===== src/hdl/ccpse_pkg.sv =====
// Package: register map, field layout, codes and carrier types of the trigger and pulse block
package ccpse_pkg;
	localparam int AW = 10;
	localparam int IW = 8;

	// Register indices; the byte address is four times the index
	localparam logic [IW-1:0] RI_INTERRUPT_CONTROL = 8'h0b;
	localparam logic [IW-1:0] RI_PERIPHERAL_FLAGS_ONE = 8'h0c;
	localparam logic [IW-1:0] RI_PERIPHERAL_FLAGS_TWO = 8'h0d;
	localparam logic [IW-1:0] RI_TIMER_ONE_LOW = 8'h0e;
	localparam logic [IW-1:0] RI_TIMER_ONE_HIGH = 8'h0f;
	localparam logic [IW-1:0] RI_TIMER_ONE_CONTROL = 8'h10;
	localparam logic [IW-1:0] RI_TIMER_TWO_COUNT = 8'h11;
	localparam logic [IW-1:0] RI_TIMER_TWO_CONTROL = 8'h12;
	localparam logic [IW-1:0] RI_UNIT_A_VALUE_LOW = 8'h15;
	localparam logic [IW-1:0] RI_UNIT_A_VALUE_HIGH = 8'h16;
	localparam logic [IW-1:0] RI_UNIT_A_CONTROL = 8'h17;
	localparam logic [IW-1:0] RI_UNIT_B_VALUE_LOW = 8'h1b;
	localparam logic [IW-1:0] RI_UNIT_B_VALUE_HIGH = 8'h1c;
	localparam logic [IW-1:0] RI_UNIT_B_CONTROL = 8'h1d;
	localparam logic [IW-1:0] RI_ANALOG_CONTROL = 8'h1f;
	localparam logic [IW-1:0] RI_PORT_C_DIRECTION = 8'h87;
	localparam logic [IW-1:0] RI_PERIPHERAL_ENABLES_ONE = 8'h8c;
	localparam logic [IW-1:0] RI_PERIPHERAL_ENABLES_TWO = 8'h8d;
	localparam logic [IW-1:0] RI_TIMER_TWO_PERIOD = 8'h92;

	// Reset values and writable-bit masks
	localparam logic [7:0] RST_ZERO = 8'h00;
	localparam logic [7:0] RST_DIRECTION = 8'hff;
	localparam logic [7:0] RST_PERIOD = 8'hff;
	localparam logic [7:0] MASK_UNIT_CONTROL = 8'h3f;
	localparam logic [7:0] MASK_TIMER_ONE_CONTROL = 8'h3f;
	localparam logic [7:0] MASK_TIMER_TWO_CONTROL = 8'h7f;
	localparam logic [7:0] MASK_FLAGS_TWO = 8'h01;
	localparam logic [7:0] MASK_ANALOG = 8'h03;

	// Field positions
	localparam int MODE_HI = 3;
	localparam int DUTY_LSB_HI = 5;
	localparam int DUTY_LSB_LO = 4;
	localparam int T2_ON = 2;
	localparam int T2_PS_HI = 1;
	localparam int T2_POST_HI = 6;
	localparam int T2_POST_LO = 3;
	localparam int T1_ON = 0;
	localparam int T1_PS_HI = 5;
	localparam int T1_PS_LO = 4;
	localparam int F1_T1_OVF = 0;
	localparam int F1_T2 = 1;
	localparam int F1_UNIT_A = 2;
	localparam int F2_UNIT_B = 0;
	localparam int AN_ENABLE = 0;
	localparam int AN_STARTED = 1;
	localparam int DIR_UNIT_A = 2;
	localparam int DIR_UNIT_B = 1;

	// Mode codes, phase and prescale codes, bus answers
	localparam logic [3:0] MODE_OFF = 4'h0;
	localparam logic [3:0] MODE_TRIGGER = 4'hb;
	localparam logic [1:0] MODE_TOP_CMP = 2'h2;
	localparam logic [1:0] MODE_TOP_PWM = 2'h3;
	localparam logic [1:0] LOW_LAST = 2'h3;
	localparam logic [1:0] PS_ONE = 2'h0;
	localparam logic [1:0] PS_FOUR = 2'h1;
	localparam logic [1:0] RESP_OKAY = 2'h0;
	localparam logic [1:0] RESP_SLVERR = 2'h2;

	typedef struct packed {
		logic en;
		logic [IW-1:0] idx;
		logic [7:0] data;
	} ccpse_wr_t;

	typedef struct packed {
		logic period_start;
		logic step;
		logic [9:0] next;
		logic [15:0] t1;
	} ccpse_tb_t;

	function automatic logic ccpse_is_pwm(input logic [3:0] mode);
		return mode[3:2] == MODE_TOP_PWM;
	endfunction

	function automatic logic ccpse_mapped(input logic [IW-1:0] idx);
		case (idx)
			RI_INTERRUPT_CONTROL, RI_PERIPHERAL_FLAGS_ONE, RI_PERIPHERAL_FLAGS_TWO,
			RI_TIMER_ONE_LOW, RI_TIMER_ONE_HIGH, RI_TIMER_ONE_CONTROL,
			RI_TIMER_TWO_COUNT, RI_TIMER_TWO_CONTROL, RI_TIMER_TWO_PERIOD,
			RI_UNIT_A_VALUE_LOW, RI_UNIT_A_VALUE_HIGH, RI_UNIT_A_CONTROL,
			RI_UNIT_B_VALUE_LOW, RI_UNIT_B_VALUE_HIGH, RI_UNIT_B_CONTROL,
			RI_ANALOG_CONTROL, RI_PORT_C_DIRECTION,
			RI_PERIPHERAL_ENABLES_ONE, RI_PERIPHERAL_ENABLES_TWO: return 1'b1;
			default: return 1'b0;
		endcase
	endfunction
endpackage


===== src/hdl/ccpse_axil.sv =====
`timescale 1ns/1ps
// AXI4-Lite slave: turns bus traffic into byte register writes and reads
module ccpse_axil (
	input wire logic aclk,
	input wire logic aresetn,
	input wire logic [ccpse_pkg::AW-1:0] s_axi_awaddr,
	input wire logic s_axi_awvalid,
	output logic s_axi_awready,
	input wire logic [31:0] s_axi_wdata,
	input wire logic [3:0] s_axi_wstrb,
	input wire logic s_axi_wvalid,
	output logic s_axi_wready,
	output logic [1:0] s_axi_bresp,
	output logic s_axi_bvalid,
	input wire logic s_axi_bready,
	input wire logic [ccpse_pkg::AW-1:0] s_axi_araddr,
	input wire logic s_axi_arvalid,
	output logic s_axi_arready,
	output logic [31:0] s_axi_rdata,
	output logic [1:0] s_axi_rresp,
	output logic s_axi_rvalid,
	input wire logic s_axi_rready,
	output ccpse_pkg::ccpse_wr_t wr,
	output logic [ccpse_pkg::IW-1:0] rd_idx,
	input wire logic [7:0] rd_data
);
	import ccpse_pkg::*;
	logic aw_full_r;
	logic w_full_r;
	logic lane_r;
	logic [IW-1:0] aw_idx_r;
	logic [7:0] w_data_r;
	logic both;

	// Address and data are held separately until both have arrived
	assign s_axi_awready = !aw_full_r && !s_axi_bvalid;
	assign s_axi_wready = !w_full_r && !s_axi_bvalid;
	assign both = aw_full_r && w_full_r;
	assign wr = '{en: both && lane_r && ccpse_mapped(aw_idx_r), idx: aw_idx_r, data: w_data_r};
	assign s_axi_arready = !s_axi_rvalid;
	assign rd_idx = s_axi_araddr[AW-1:2];

	// Write address holder
	always_ff @(posedge aclk) begin
		if (!aresetn) begin
			aw_full_r <= 1'b0;
			aw_idx_r <= '0;
		end else if (s_axi_awvalid && s_axi_awready) begin
			aw_full_r <= 1'b1;
			aw_idx_r <= s_axi_awaddr[AW-1:2];
		end else if (both) begin
			aw_full_r <= 1'b0;
		end
	end

	// Write data holder; only the low byte lane carries register data
	always_ff @(posedge aclk) begin
		if (!aresetn) begin
			w_full_r <= 1'b0;
			w_data_r <= '0;
			lane_r <= 1'b0;
		end else if (s_axi_wvalid && s_axi_wready) begin
			w_full_r <= 1'b1;
			w_data_r <= s_axi_wdata[7:0];
			lane_r <= s_axi_wstrb[0];
		end else if (both) begin
			w_full_r <= 1'b0;
		end
	end

	// Write response, error for an unmapped index
	always_ff @(posedge aclk) begin
		if (!aresetn) begin
			s_axi_bvalid <= 1'b0;
			s_axi_bresp <= RESP_OKAY;
		end else if (both) begin
			s_axi_bvalid <= 1'b1;
			s_axi_bresp <= ccpse_mapped(aw_idx_r) ? RESP_OKAY : RESP_SLVERR;
		end else if (s_axi_bready) begin
			s_axi_bvalid <= 1'b0;
		end
	end

	// Read answer one cycle after the address is taken
	always_ff @(posedge aclk) begin
		if (!aresetn) begin
			s_axi_rvalid <= 1'b0;
			s_axi_rdata <= '0;
			s_axi_rresp <= RESP_OKAY;
		end else if (s_axi_arvalid && s_axi_arready) begin
			s_axi_rvalid <= 1'b1;
			s_axi_rdata <= {24'h000000, rd_data};
			s_axi_rresp <= ccpse_mapped(rd_idx) ? RESP_OKAY : RESP_SLVERR;
		end else if (s_axi_rready) begin
			s_axi_rvalid <= 1'b0;
		end
	end
endmodule


===== src/hdl/ccpse_unit.sv =====
`timescale 1ns/1ps
// One capture/compare/pulse unit: compare match and double-buffered pulse output
module ccpse_unit (
	input wire logic aclk,
	input wire logic aresetn,
	input wire logic [7:0] ctl,
	input wire logic [7:0] pend,
	input wire ccpse_pkg::ccpse_wr_t hwr,
	input wire ccpse_pkg::ccpse_tb_t tb,
	output logic [7:0] active,
	output logic pin,
	output logic match
);
	import ccpse_pkg::*;
	logic [1:0] lsb_r;
	logic eq_r;
	logic eq;
	logic pwm;
	logic off;
	logic [9:0] duty;

	assign pwm = ccpse_is_pwm(ctl[MODE_HI:0]);
	assign off = ctl[MODE_HI:0] == MODE_OFF;
	assign duty = {active, lsb_r};
	assign eq = (ctl[MODE_HI:2] == MODE_TOP_CMP) && ({active, pend} == tb.t1);
	assign match = eq && !eq_r;

	// Active byte: bus-written outside pulse mode, period-start copy inside it
	always_ff @(posedge aclk) begin
		if (!aresetn) begin
			active <= '0;
		end else if (pwm && tb.period_start) begin
			active <= pend;
		end else if (!pwm && hwr.en) begin
			active <= hwr.data;
		end
	end

	// Hidden two low duty bits, cleared when the unit is off
	always_ff @(posedge aclk) begin
		if (!aresetn || off) begin
			lsb_r <= '0;
		end else if (pwm && tb.period_start) begin
			lsb_r <= ctl[DUTY_LSB_HI:DUTY_LSB_LO];
		end
	end

	// Match edge detect so a held equality flags once
	always_ff @(posedge aclk) begin
		if (!aresetn) begin
			eq_r <= 1'b0;
		end else begin
			eq_r <= eq;
		end
	end

	// Pulse output latch
	always_ff @(posedge aclk) begin
		if (!aresetn || off || !pwm) begin
			pin <= 1'b0;
		end else if (tb.period_start) begin
			pin <= ({pend, ctl[DUTY_LSB_HI:DUTY_LSB_LO]} != 10'h000);
		end else if (tb.step && tb.next == duty) begin
			pin <= 1'b0;
		end
	end
endmodule


===== src/hdl/ccpse_top.sv =====
`timescale 1ns/1ps
// Top: registers, timer one, timer two time base and both units
// Operation
// - Unit A trigger clears timer one
// - Unit B trigger clears timer, starts conversion
// - Trigger clear never sets overflow flag
// - Pulse mode drives up to 10-bit waveform
// - Control cleared forces pulse latch low
// - Period is (period+1) times 4 times prescale
// - Period match clears timer two, restarts
// - Period start sets pin unless duty zero
// - Period start copies pending duty to active
// - Postscaler only paces timer two flag
// - Duty is pending byte plus two bits
// - Duty writable anytime, applied next period
// - Active duty byte read-only in pulse mode
// - Pin clears when duty equals time base
// - Duty beyond period keeps pin high
// - Timer two prescale of 1, 4, 16
// - Resolution is log2 of oscillator over pulse
// - Trigger mode flags match, pin unchanged
// - Mode zero disables and resets unit
// - Both units share timer two base
module ccpse_top (
	input wire logic aclk,
	input wire logic aresetn,
	input wire logic [ccpse_pkg::AW-1:0] s_axi_awaddr,
	input wire logic s_axi_awvalid,
	output logic s_axi_awready,
	input wire logic [31:0] s_axi_wdata,
	input wire logic [3:0] s_axi_wstrb,
	input wire logic s_axi_wvalid,
	output logic s_axi_wready,
	output logic [1:0] s_axi_bresp,
	output logic s_axi_bvalid,
	input wire logic s_axi_bready,
	input wire logic [ccpse_pkg::AW-1:0] s_axi_araddr,
	input wire logic s_axi_arvalid,
	output logic s_axi_arready,
	output logic [31:0] s_axi_rdata,
	output logic [1:0] s_axi_rresp,
	output logic s_axi_rvalid,
	input wire logic s_axi_rready,
	output logic unit_a_pin,
	output logic unit_a_pin_oe,
	output logic unit_b_pin,
	output logic unit_b_pin_oe,
	output logic adc_start
);
	import ccpse_pkg::*;
	ccpse_wr_t wr;
	ccpse_wr_t a_hwr;
	ccpse_wr_t b_hwr;
	ccpse_tb_t tb;
	logic [IW-1:0] rd_idx;
	logic [7:0] rd_data;
	logic [7:0] intr_ctl_r;
	logic [7:0] flags1_r;
	logic [7:0] flags2_r;
	logic [7:0] en1_r;
	logic [7:0] en2_r;
	logic [7:0] dir_r;
	logic [7:0] analog_r;
	logic [15:0] t1_r;
	logic [7:0] t1_ctl_r;
	logic [2:0] t1pre_r;
	logic [2:0] t1_mask;
	logic [7:0] t2_r;
	logic [7:0] t2_nxt;
	logic [7:0] t2_ctl_r;
	logic [7:0] t2_period_r;
	logic [1:0] q_r;
	logic [1:0] q_nxt;
	logic [3:0] pre_r;
	logic [3:0] pre_nxt;
	logic [3:0] post_r;
	logic [1:0] low;
	logic [1:0] low_nxt;
	logic [7:0] a_low_r;
	logic [7:0] a_ctl_r;
	logic [7:0] b_low_r;
	logic [7:0] b_ctl_r;
	logic [7:0] a_high;
	logic [7:0] b_high;
	logic a_match;
	logic b_match;
	logic a_trig;
	logic b_trig;
	logic t1_trig;
	logic t1_inc;
	logic t1_ovf;
	logic t1_wr;
	logic inst_tick;
	logic t2_on;
	logic step;
	logic t2_inc;
	logic period_match;
	logic post_fire;
	logic adc_fire;
	logic [7:0] set1;

	function automatic logic hit(input ccpse_wr_t w, input logic [IW-1:0] idx);
		return w.en && (w.idx == idx);
	endfunction

	ccpse_axil u_axil (
		.aclk(aclk),
		.aresetn(aresetn),
		.s_axi_awaddr(s_axi_awaddr),
		.s_axi_awvalid(s_axi_awvalid),
		.s_axi_awready(s_axi_awready),
		.s_axi_wdata(s_axi_wdata),
		.s_axi_wstrb(s_axi_wstrb),
		.s_axi_wvalid(s_axi_wvalid),
		.s_axi_wready(s_axi_wready),
		.s_axi_bresp(s_axi_bresp),
		.s_axi_bvalid(s_axi_bvalid),
		.s_axi_bready(s_axi_bready),
		.s_axi_araddr(s_axi_araddr),
		.s_axi_arvalid(s_axi_arvalid),
		.s_axi_arready(s_axi_arready),
		.s_axi_rdata(s_axi_rdata),
		.s_axi_rresp(s_axi_rresp),
		.s_axi_rvalid(s_axi_rvalid),
		.s_axi_rready(s_axi_rready),
		.wr(wr),
		.rd_idx(rd_idx),
		.rd_data(rd_data)
	);

	// Both units see one shared time base
	assign a_hwr = '{en: hit(wr, RI_UNIT_A_VALUE_HIGH), idx: wr.idx, data: wr.data};
	assign b_hwr = '{en: hit(wr, RI_UNIT_B_VALUE_HIGH), idx: wr.idx, data: wr.data};
	assign tb = '{period_start: period_match, step: step, next: {t2_nxt, low_nxt}, t1: t1_r};

	ccpse_unit u_unit_a (
		.aclk(aclk),
		.aresetn(aresetn),
		.ctl(a_ctl_r),
		.pend(a_low_r),
		.hwr(a_hwr),
		.tb(tb),
		.active(a_high),
		.pin(unit_a_pin),
		.match(a_match)
	);

	ccpse_unit u_unit_b (
		.aclk(aclk),
		.aresetn(aresetn),
		.ctl(b_ctl_r),
		.pend(b_low_r),
		.hwr(b_hwr),
		.tb(tb),
		.active(b_high),
		.pin(unit_b_pin),
		.match(b_match)
	);

	// Pins drive only while their direction bit is cleared
	assign unit_a_pin_oe = !dir_r[DIR_UNIT_A];
	assign unit_b_pin_oe = !dir_r[DIR_UNIT_B];

	// Quarter-rate instruction tick from the Q phase
	assign q_nxt = q_r + 2'h1;
	assign inst_tick = q_r == LOW_LAST;
	always_ff @(posedge aclk) begin
		if (!aresetn) begin
			q_r <= '0;
		end else begin
			q_r <= q_nxt;
		end
	end

	// Timer two prescale: low two time-base bits from Q or prescaler
	assign t2_on = t2_ctl_r[T2_ON];
	assign pre_nxt = !t2_on ? 4'h0 : inst_tick ? pre_r + 4'h1 : pre_r;
	always_comb begin
		case (t2_ctl_r[T2_PS_HI:0])
			PS_ONE: begin
				step = t2_on;
				low = q_r;
				low_nxt = q_nxt;
			end
			PS_FOUR: begin
				step = t2_on && inst_tick;
				low = pre_r[1:0];
				low_nxt = pre_nxt[1:0];
			end
			default: begin
				step = t2_on && inst_tick && pre_r[1:0] == LOW_LAST;
				low = pre_r[3:2];
				low_nxt = pre_nxt[3:2];
			end
		endcase
	end

	// Period match restarts timer two and the pulse
	assign t2_inc = step && low == LOW_LAST;
	assign period_match = t2_inc && t2_r == t2_period_r;
	assign t2_nxt = period_match ? 8'h00 : t2_inc ? t2_r + 8'h01 : t2_r;

	always_ff @(posedge aclk) begin
		if (!aresetn) begin
			pre_r <= '0;
		end else begin
			pre_r <= pre_nxt;
		end
	end

	always_ff @(posedge aclk) begin
		if (!aresetn) begin
			t2_r <= RST_ZERO;
		end else if (hit(wr, RI_TIMER_TWO_COUNT)) begin
			t2_r <= wr.data;
		end else begin
			t2_r <= t2_nxt;
		end
	end

	// Postscaler paces only the timer two flag
	assign post_fire = period_match && post_r == t2_ctl_r[T2_POST_HI:T2_POST_LO];
	always_ff @(posedge aclk) begin
		if (!aresetn) begin
			post_r <= '0;
		end else if (post_fire) begin
			post_r <= '0;
		end else if (period_match) begin
			post_r <= post_r + 4'h1;
		end
	end

	// Timer one prescale 1, 2, 4, 8 of the instruction tick
	always_comb begin
		case (t1_ctl_r[T1_PS_HI:T1_PS_LO])
			2'h0: t1_mask = 3'h0;
			2'h1: t1_mask = 3'h1;
			2'h2: t1_mask = 3'h3;
			default: t1_mask = 3'h7;
		endcase
	end
	assign t1_inc = t1_ctl_r[T1_ON] && inst_tick && (t1pre_r & t1_mask) == t1_mask;
	always_ff @(posedge aclk) begin
		if (!aresetn || !t1_ctl_r[T1_ON]) begin
			t1pre_r <= '0;
		end else if (inst_tick) begin
			t1pre_r <= t1pre_r + 3'h1;
		end
	end

	// Trigger-mode matches; unit B also asks for a conversion
	assign a_trig = a_match && a_ctl_r[MODE_HI:0] == MODE_TRIGGER;
	assign b_trig = b_match && b_ctl_r[MODE_HI:0] == MODE_TRIGGER;
	assign t1_trig = a_trig || b_trig;
	assign t1_wr = hit(wr, RI_TIMER_ONE_LOW) || hit(wr, RI_TIMER_ONE_HIGH);
	assign t1_ovf = t1_inc && !t1_trig && !t1_wr && t1_r == 16'hffff;
	assign adc_fire = b_trig && analog_r[AN_ENABLE];

	// Timer one pair: bus write, then trigger clear, then count
	always_ff @(posedge aclk) begin
		if (!aresetn) begin
			t1_r <= '0;
		end else if (hit(wr, RI_TIMER_ONE_LOW)) begin
			t1_r[7:0] <= wr.data;
		end else if (hit(wr, RI_TIMER_ONE_HIGH)) begin
			t1_r[15:8] <= wr.data;
		end else if (t1_trig) begin
			t1_r <= '0;
		end else if (t1_inc) begin
			t1_r <= t1_r + 16'h0001;
		end
	end

	// Conversion start pulse and sticky started bit
	always_ff @(posedge aclk) begin
		if (!aresetn) begin
			adc_start <= 1'b0;
		end else begin
			adc_start <= adc_fire;
		end
	end

	always_ff @(posedge aclk) begin
		if (!aresetn) begin
			analog_r <= RST_ZERO;
		end else begin
			if (hit(wr, RI_ANALOG_CONTROL)) begin
				analog_r[AN_ENABLE] <= wr.data[AN_ENABLE];
			end
			if (adc_fire) begin
				analog_r[AN_STARTED] <= 1'b1;
			end else if (hit(wr, RI_ANALOG_CONTROL) && wr.data[AN_STARTED]) begin
				analog_r[AN_STARTED] <= 1'b0;
			end
		end
	end

	// Event flags: hardware set wins over a software write
	always_comb begin
		set1 = '0;
		set1[F1_T1_OVF] = t1_ovf;
		set1[F1_T2] = post_fire;
		set1[F1_UNIT_A] = a_match;
	end
	always_ff @(posedge aclk) begin
		if (!aresetn) begin
			flags1_r <= RST_ZERO;
			flags2_r <= RST_ZERO;
		end else begin
			flags1_r <= (hit(wr, RI_PERIPHERAL_FLAGS_ONE) ? wr.data : flags1_r) | set1;
			if (b_match) begin
				flags2_r[F2_UNIT_B] <= 1'b1;
			end else if (hit(wr, RI_PERIPHERAL_FLAGS_TWO)) begin
				flags2_r <= wr.data & MASK_FLAGS_TWO;
			end
		end
	end

	// Plain software registers: controls, duty bytes, period, direction
	always_ff @(posedge aclk) begin
		if (!aresetn) begin
			intr_ctl_r <= RST_ZERO;
			en1_r <= RST_ZERO;
			en2_r <= RST_ZERO;
			dir_r <= RST_DIRECTION;
			t1_ctl_r <= RST_ZERO;
			t2_ctl_r <= RST_ZERO;
			t2_period_r <= RST_PERIOD;
			a_low_r <= RST_ZERO;
			a_ctl_r <= RST_ZERO;
			b_low_r <= RST_ZERO;
			b_ctl_r <= RST_ZERO;
		end else if (wr.en) begin
			case (wr.idx)
				RI_INTERRUPT_CONTROL: intr_ctl_r <= wr.data;
				RI_PERIPHERAL_ENABLES_ONE: en1_r <= wr.data;
				RI_PERIPHERAL_ENABLES_TWO: en2_r <= wr.data & MASK_FLAGS_TWO;
				RI_PORT_C_DIRECTION: dir_r <= wr.data;
				RI_TIMER_ONE_CONTROL: t1_ctl_r <= wr.data & MASK_TIMER_ONE_CONTROL;
				RI_TIMER_TWO_CONTROL: t2_ctl_r <= wr.data & MASK_TIMER_TWO_CONTROL;
				RI_TIMER_TWO_PERIOD: t2_period_r <= wr.data;
				RI_UNIT_A_VALUE_LOW: a_low_r <= wr.data;
				RI_UNIT_A_CONTROL: a_ctl_r <= wr.data & MASK_UNIT_CONTROL;
				RI_UNIT_B_VALUE_LOW: b_low_r <= wr.data;
				RI_UNIT_B_CONTROL: b_ctl_r <= wr.data & MASK_UNIT_CONTROL;
				default: ;
			endcase
		end
	end

	// Read mux; unmapped indices read zero
	always_comb begin
		case (rd_idx)
			RI_INTERRUPT_CONTROL: rd_data = intr_ctl_r;
			RI_PERIPHERAL_FLAGS_ONE: rd_data = flags1_r;
			RI_PERIPHERAL_FLAGS_TWO: rd_data = flags2_r;
			RI_TIMER_ONE_LOW: rd_data = t1_r[7:0];
			RI_TIMER_ONE_HIGH: rd_data = t1_r[15:8];
			RI_TIMER_ONE_CONTROL: rd_data = t1_ctl_r;
			RI_TIMER_TWO_COUNT: rd_data = t2_r;
			RI_TIMER_TWO_CONTROL: rd_data = t2_ctl_r;
			RI_TIMER_TWO_PERIOD: rd_data = t2_period_r;
			RI_UNIT_A_VALUE_LOW: rd_data = a_low_r;
			RI_UNIT_A_VALUE_HIGH: rd_data = a_high;
			RI_UNIT_A_CONTROL: rd_data = a_ctl_r;
			RI_UNIT_B_VALUE_LOW: rd_data = b_low_r;
			RI_UNIT_B_VALUE_HIGH: rd_data = b_high;
			RI_UNIT_B_CONTROL: rd_data = b_ctl_r;
			RI_ANALOG_CONTROL: rd_data = analog_r & MASK_ANALOG;
			RI_PORT_C_DIRECTION: rd_data = dir_r;
			RI_PERIPHERAL_ENABLES_ONE: rd_data = en1_r;
			RI_PERIPHERAL_ENABLES_TWO: rd_data = en2_r;
			default: rd_data = RST_ZERO;
		endcase
	end

	// Checking aid: cycles between period matches under steady settings
	logic [15:0] per_cnt_r;
	logic per_seen_r;
	logic [15:0] per_exp;
	logic cfg_wr;
	assign cfg_wr = hit(wr, RI_TIMER_TWO_COUNT) || hit(wr, RI_TIMER_TWO_PERIOD)
		|| hit(wr, RI_TIMER_TWO_CONTROL);
	assign per_exp = ({8'h00, t2_period_r} + 16'h0001)
		<< (t2_ctl_r[T2_PS_HI:0] == PS_ONE ? 2 : t2_ctl_r[T2_PS_HI:0] == PS_FOUR ? 4 : 6);
	always_ff @(posedge aclk) begin
		if (!aresetn || cfg_wr) begin
			per_cnt_r <= '0;
			per_seen_r <= 1'b0;
		end else if (period_match) begin
			per_cnt_r <= '0;
			per_seen_r <= 1'b1;
		end else begin
			per_cnt_r <= per_cnt_r + 16'h0001;
		end
	end
endmodule


===== config.mk =====
export PLATFORM = sky130hd
export DESIGN_NAME = ccpse_top
export DESIGN_NICKNAME = d
export VERILOG_FILES = /design/src/hdl/ccpse_pkg.sv /design/src/hdl/ccpse_axil.sv /design/src/hdl/ccpse_unit.sv /design/src/hdl/ccpse_top.sv
export SDC_FILE = /design/constraint.sdc
export NUM_CORES = 1
export LEC_CHECK = 0
export BUFFER_PORTS_ARGS = -buffer_cell sky130_fd_sc_hd__buf_2
export CAP_MARGIN = 20
export CORE_MARGIN = 5
export CORE_UTILIZATION = 54
export DETAILED_ROUTE_END_ITERATION = 8
export GPL_TIMING_DRIVEN = 0
export PLACE_DENSITY = 0.86
export RECOVER_POWER = 100
export SKIP_CTS_REPAIR_TIMING = 1
export SYNTH_ARGS = -nofsm -noshare
export SYNTH_HDL_FRONTEND = slang
export SYNTH_SLANG_ARGS = --single-unit

===== constraint.sdc =====
create_clock -name aclk -period 2.2 [get_ports aclk]
set_clock_uncertainty 0.05 [all_clocks]
set_input_delay 0.33 -clock aclk [delete_from_list [all_inputs] [get_ports aclk]]
set_output_delay 0.33 -clock aclk [all_outputs]
set_load 0.05 [all_outputs]

* After elaboration in Yosys (flattened, before gate mapping) *
Index checks and enable logic that the tools add are counted.

word-level totals
  output and inout port bits = 46
  word-level logic and storage cells = 248
  input port bits = 63
  register bits after elaboration = 180

cells by class
  $add $sub $neg = 6
  reduce and logical (&&, ||, !) cells = 95
  muxes and demuxes = 43
  bitwise operators = 4
  equality and inequality tests = 59

operators with widths
  operator               count
  $eq 8x5->1 const B     20
  $pmux 8 s19            1
  $mux 8                 11
  $eq 8x4->1 const B     10
  $eq 8x8->1 const B     8
  $logic_and 1x1->1      40
  $reduce_or 19->1       2
  $eq 16x16->1           2
  $mux 16                2
  $reduce_and 2->1       13
  $mux 1                 21
  $eq 10x10->1           2
  $reduce_bool 10->1     2
  $reduce_bool 2->1      10
  $add 16x1->16 const B  1
  $eq 16x16->1 const B   1
  $eq 2x2->1 const B     8
  $logic_not 1->1        14
  $pmux 3 s3             1
  $add 4x1->4 const B    2
  $add 8x1->8 const B    1
  $eq 4x4->1 const B     2
  $eq 8x8->1             1
  $logic_not 4->1        2
  other kinds (17)       30

* Depth between registers and ports, before layout *
  depth after elaboration = 11
  mapped depth = 10
  mapped depth without buffers = 8

* Modules after synthesis *
Synthesis repeated with hierarchy kept, for this count alone.

second synthesis, totals
  cells, all modules = 1232
  area total of the unflattened synthesis = 10028.4 µm²

modules (own cells, without submodules)
  module      instances  cells an instance  sequential area each (µm²)  area each (µm²)
  ccpse_top   1          852                2462.4                      6864.1
  ccpse_axil  1          200                620.6                       1622.8
  ccpse_unit  2          90                 240.2                       770.7

* Worst setup path before layout *
No wires, ideal clock.

  kind = reg-to-reg
  from = reg q_r[0]
  to = reg u_unit_a.pin
  buffers on the path = 1
  cell stages (with the launch flop) = 10
  setup slack = -0.028 ns
  arrival = 2.047 ns
  clock period less this slack = 2.228 ns
  required time = 2.019 ns
  library setup time = 0.131 ns
  cell sequence = dfxtp_1 > ha_1 > buf_2 > mux2_2 > a31oi_1 > o22a_1 > xnor2_1 > a2111oi_0 > o311a_1 > a31oi_1

on the way
  cells in the longest elaborated chain, start to end = 10
  elaborated cells on any way between the ends = 18
  classes of those cells = 1 x add/sub; 3 x eq/ne; 8 x mux; 6 x reduce/logical

ends and longest elaborated chain
  what                                                RTL line                            source
  start: declaration                                  ccpse_top.sv:72                     logic [1:0] q_r;
  start signal: assignment                            ccpse_top.sv:171                    q_r <= q_nxt;
  $eq 2x2->1                                          ccpse_top.sv:166                    assign inst_tick = q_r == LOW_LAST;
  $logic_and 1x1->1                                   ccpse_top.sv:186, ccpse_top.sv:191
  $logic_and 1x1->1                                   ccpse_top.sv:191                    step = t2_on && inst_tick && pre_r[1:0] == LOW_LAST;
  $pmux 1 s2                                          ccpse_top.sv:179                    case (t2_ctl_r[T2_PS_HI:0])
  $logic_and 1x1->1                                   ccpse_top.sv:199                    assign t2_inc = step && low == LOW_LAST;
  $mux 8 / $logic_and 1x1->1 (equally long branches)  ccpse_top.sv:201, ccpse_top.sv:200
  $mux 8                                              ccpse_top.sv:201                    assign t2_nxt = period_match ? 8'h00 : t2_inc ? t2_r + 8'h01 : t2_r;
  $eq 10x10->1                                        ccpse_unit.sv:63                    end else if (tb.step && tb.next == duty) begin
  $logic_and 1x1->1                                   ccpse_unit.sv:63
  $reduce_bool 2->1 (no line)                         n/a
  end signal: assignment                              ccpse_unit.sv:62                    pin <= ({pend, ctl[DUTY_LSB_HI:DUTY_LSB_LO]} != 10'h000);
  end: declaration                                    ccpse_unit.sv:11                    output logic pin,

Several ways; a longest one is shown, not always the timed one.
A chain may end at the register's enable or synchronous reset.

* Worst setup path after layout *
  from = reg t2_ctl_r[2]
  to = reg u_unit_a.pin

on the way
  cells in the longest elaborated chain, start to end = 9
  elaborated cells on any way between the ends = 13
  classes of those cells = 1 x eq/ne; 6 x mux; 6 x reduce/logical

ends and longest elaborated chain
  what                                                RTL line                            source
  start: declaration                                  ccpse_top.sv:70                     logic [7:0] t2_ctl_r;
  start signal: assignment                            ccpse_top.sv:340                    RI_TIMER_TWO_CONTROL: t2_ctl_r <= wr.data & MASK_TIMER_TWO_CONTROL;
  $logic_and 1x1->1                                   ccpse_top.sv:186, ccpse_top.sv:191
  $logic_and 1x1->1                                   ccpse_top.sv:191
  $pmux 1 s2                                          ccpse_top.sv:179
  $logic_and 1x1->1                                   ccpse_top.sv:199
  $mux 8 / $logic_and 1x1->1 (equally long branches)  ccpse_top.sv:201, ccpse_top.sv:200
  $mux 8                                              ccpse_top.sv:201
  $eq 10x10->1                                        ccpse_unit.sv:63
  $logic_and 1x1->1                                   ccpse_unit.sv:63
  $reduce_bool 2->1 (no line)                         n/a

Several ways; a longest one is shown, not always the timed one.

==> results_dict.tcl <==
set metrics [dict create \
    io-pin-count 109 \
    fin_ws_ns -0.201 \
    cts_sinks 178 \
    drive_gt1_share_pct 25.1 \
    violations "negative setup slack" \
    path_delay_family "simple AND/OR/NAND/NOR gates" \
    dr_total_vias 10700 \
    grt_max_degree 17 \
    clk_latency_ns 0.45 \
    top_register "t1_r" \
    slew_headroom_pct 13.0 \
    start_kind "flip-flop" \
    synth-seq-cells 178 \
    grt_pass1_wl_um 57700 \
    finalSetupViolations 49 \
    syn_to_final_growth_pct 24.3 \
    drtPass1Iterations 9 \
    grt_pass1_vias 9388 \
    finalHoldViolCount 0 \
    htree_levels 4 \
    clock_tree.buffer_depth 2 \
    largest_reg_flops 16 \
    fmax_ghz 0.416 \
    cp.arrival_ns 2.68 \
    path_class "flip-flop to flip-flop" \
    overflow 0 \
    rsz0062_at_grt "yes" \
    die_h_um 146 \
    drc_errors 0 \
    drv_slew 0 \
    power.leakage_nw 4.87 \
    dpl_cell_area_um2 10600 \
    powerDensity_nw_per_um2 569 \
    maxCapViolCount 0 \
    cts.clk_slew.worst_paths_ns 0.07 \
    wl_per_cell_um 26.1 \
    syn_area_um2 10000 \
    synth_edf_count 0 \
    path_cells "buf_2 > nor3b_4 > a31oi_4 > nor4_2 > xnor2_2 > xnor2_1 > a2111oi_2 > a31oi_1" \
    cp.required_ns 2.48 \
    slowest_stage "nor4_2" \
    drt-total-wl_um 41400 \
    diodes 0 \
    die-area_um2 21400 \
    tns_ns -4.54 \
    initial_core_util_pct 55.4 \
    fp-row-count 49 \
    port_buffers 46 \
    yosysSeqAreaShare_pct 35.6 \
    worstSetupEndpointType "flip-flop" \
    cts_tree "done" \
    worstMarginPinSlew_ns 1.29 \
    fin_nets 1416 \
    drtIter0Drc 1670 \
    grt_usage_pct 35.2 \
    synth_ff_type "dfxtp_1" \
    path_max_fanout 9 \
    design_area_um2 12400 \
    antenna_found_initial 1 \
    cts_root_buffer "clkbuf_16" \
    ir_drop_v 0.000613 \
    async_flop_share_pct 0 \
    avgSynthCellArea_um2 8.29 \
    outcome "finished with violations" \
    die_x_um 146 \
    syn_inst 1208 \
    yosysWarningCount 0 \
    period_share_pct 109 \
    worst_path_largest_cell_delay_ns 0.46 \
    routed_via_density 6.71 \
    hp-class "input port to flip-flop" \
    cts_buffers 17 \
    fin_crit_ns 2.40 \
    hpwl_um 28100 \
    drtAntennaViolNets 0 \
    yosysUniqueCellTypes 85 \
    path_buf_inv 1 \
    core_um2 18100 \
    place.gp.congestion 1.10 \
]
## synthesized netlist by cell type (all sizes together) (4+ instances only)
cell type,n,area (um^2)
a311oi,4,52.6
or4,6,45.0
and2,6,37.5
nand4,20,125
a222oi,5,50.1
mux2i,80,801
nor4,22,201
o22ai,8,50.1
xor2,41,367
nand3b,6,45.0
buf,61,408
mux2,6,67.6
xnor2,32,295
nor3b,4,30.0
clkbuf,54,205
nand2,141,532
nand3,35,175
nand2b,14,87.6
dfxtp,178,3560
inv,17,63.8
o211ai,4,30.0
a221oi,7,61.3
ha,6,75.1
a22oi,35,263
a22o,8,70.1
a21oi,87,435
a31oi,15,93.8
nor4b,4,41.3
a211oi,18,148
nand4b,8,70.1
o21ai,31,163
nor2b,8,50.1
nor3,42,245
a41o,4,40.0
and3,7,43.8
or3,9,56.3
nor2,129,489
## cell usage in the layout (no fill, tap or decap), types with 27 or more instances in the layout
cell type and count:
dfxtp_1 155, nand2_1 131, nor2_1 113, mux2i_1 80
buf_4 78, a21oi_1 75, clkbuf_1 55, xor2_1 38
buf_2 36, a22oi_1 35, nand3_1 28, xnor2_1 27
## per-stage QoR
stage / hold slack, ns / util (%) / worst slack [ns] / instances / power, W
6_report: 0.00655 / 68.8 / -0.201 / 1589 / 0.00708
5_1_grt: 0.0184 / 68.8 / -0.295 / 1589 / 0.00725
4_1_cts: 0.00903 / 62.0 / -0.559 / 1541 / 0.00697
3_5_place_dp: 0.398 / 58.8 / -0.671 / 1509 / 0.00401
3_3_place_gp: 0.389 / 58.8 / -0.656 / 1508 / 0.00400
2_1_floorplan: 0.380 / - / 0.0162 / 1233 / 0.00380
## report_power, final
part           total (W)  switching, W  internal (W)
logic           0.000739      0.000543      0.000197
clock network    0.00305       0.00143       0.00162
registers        0.00329     0.0000419       0.00325
## cell families after synthesis
logic type | after synthesis | share of synthesized area [%]
adder cells (fa/ha/maj) | 6 | 0.750
XOR/XNOR | 74 | 6.84
AND/OR/NAND/NOR | 471 | 23.6
AO/OA/AOI/OAI | 260 | 17.7
other | 1 | 0.0375
buffers and inverters | 132 | 6.76
flip-flops | 178 | 35.6
multiplexers | 86 | 8.67
## worst paths after layout
path / slack, ns / cells past startpoint / to / startpoint
setup / recovery: -0.20 / 8 / u_unit_a.pin$_SDFFE_PP0P_ / t2_ctl_r[2]$_SDFFE_PN0P_
hold / removal: 0.007 / 2 / u_axil.s_axi_rvalid$_SDFFE_PN0P_ / s_axi_rready
setup reg to reg: -0.20 / 8 / u_unit_a.pin$_SDFFE_PP0P_ / t2_ctl_r[2]$_SDFFE_PN0P_
hold reg to reg: 0.41 / 2 / u_axil.s_axi_rdata[2]$_SDFFE_PN0P_ / u_axil.s_axi_rdata[2]$_SDFFE_PN0P_
## routing by layer
metal | part of all wire, % | global-route usage [%] | vias up
li1 | - | - | 4568
met1 | 36 | 47.7 | 4931
met2 | 43 | 51.5 | 931
met3 | 14 | 9.85 | 229
met4 | 6.5 | 17.1 | 0
met5 | 0 | 0 | -
## final cells by class
type | count | area (um^2)
clock inverters | 12 | 120
plain buffers | 105 | 676
flip-flops and latches | 178 | 3600
well taps | 229 | 287
repair buffers | 105 | 714
multi-input cells | 923 | 6540
clock buffers | 20 | 447
fillers | 1415 | 5650
inverters | 17 | 63.8
Note: power is estimated with default switching activity, not from simulation.
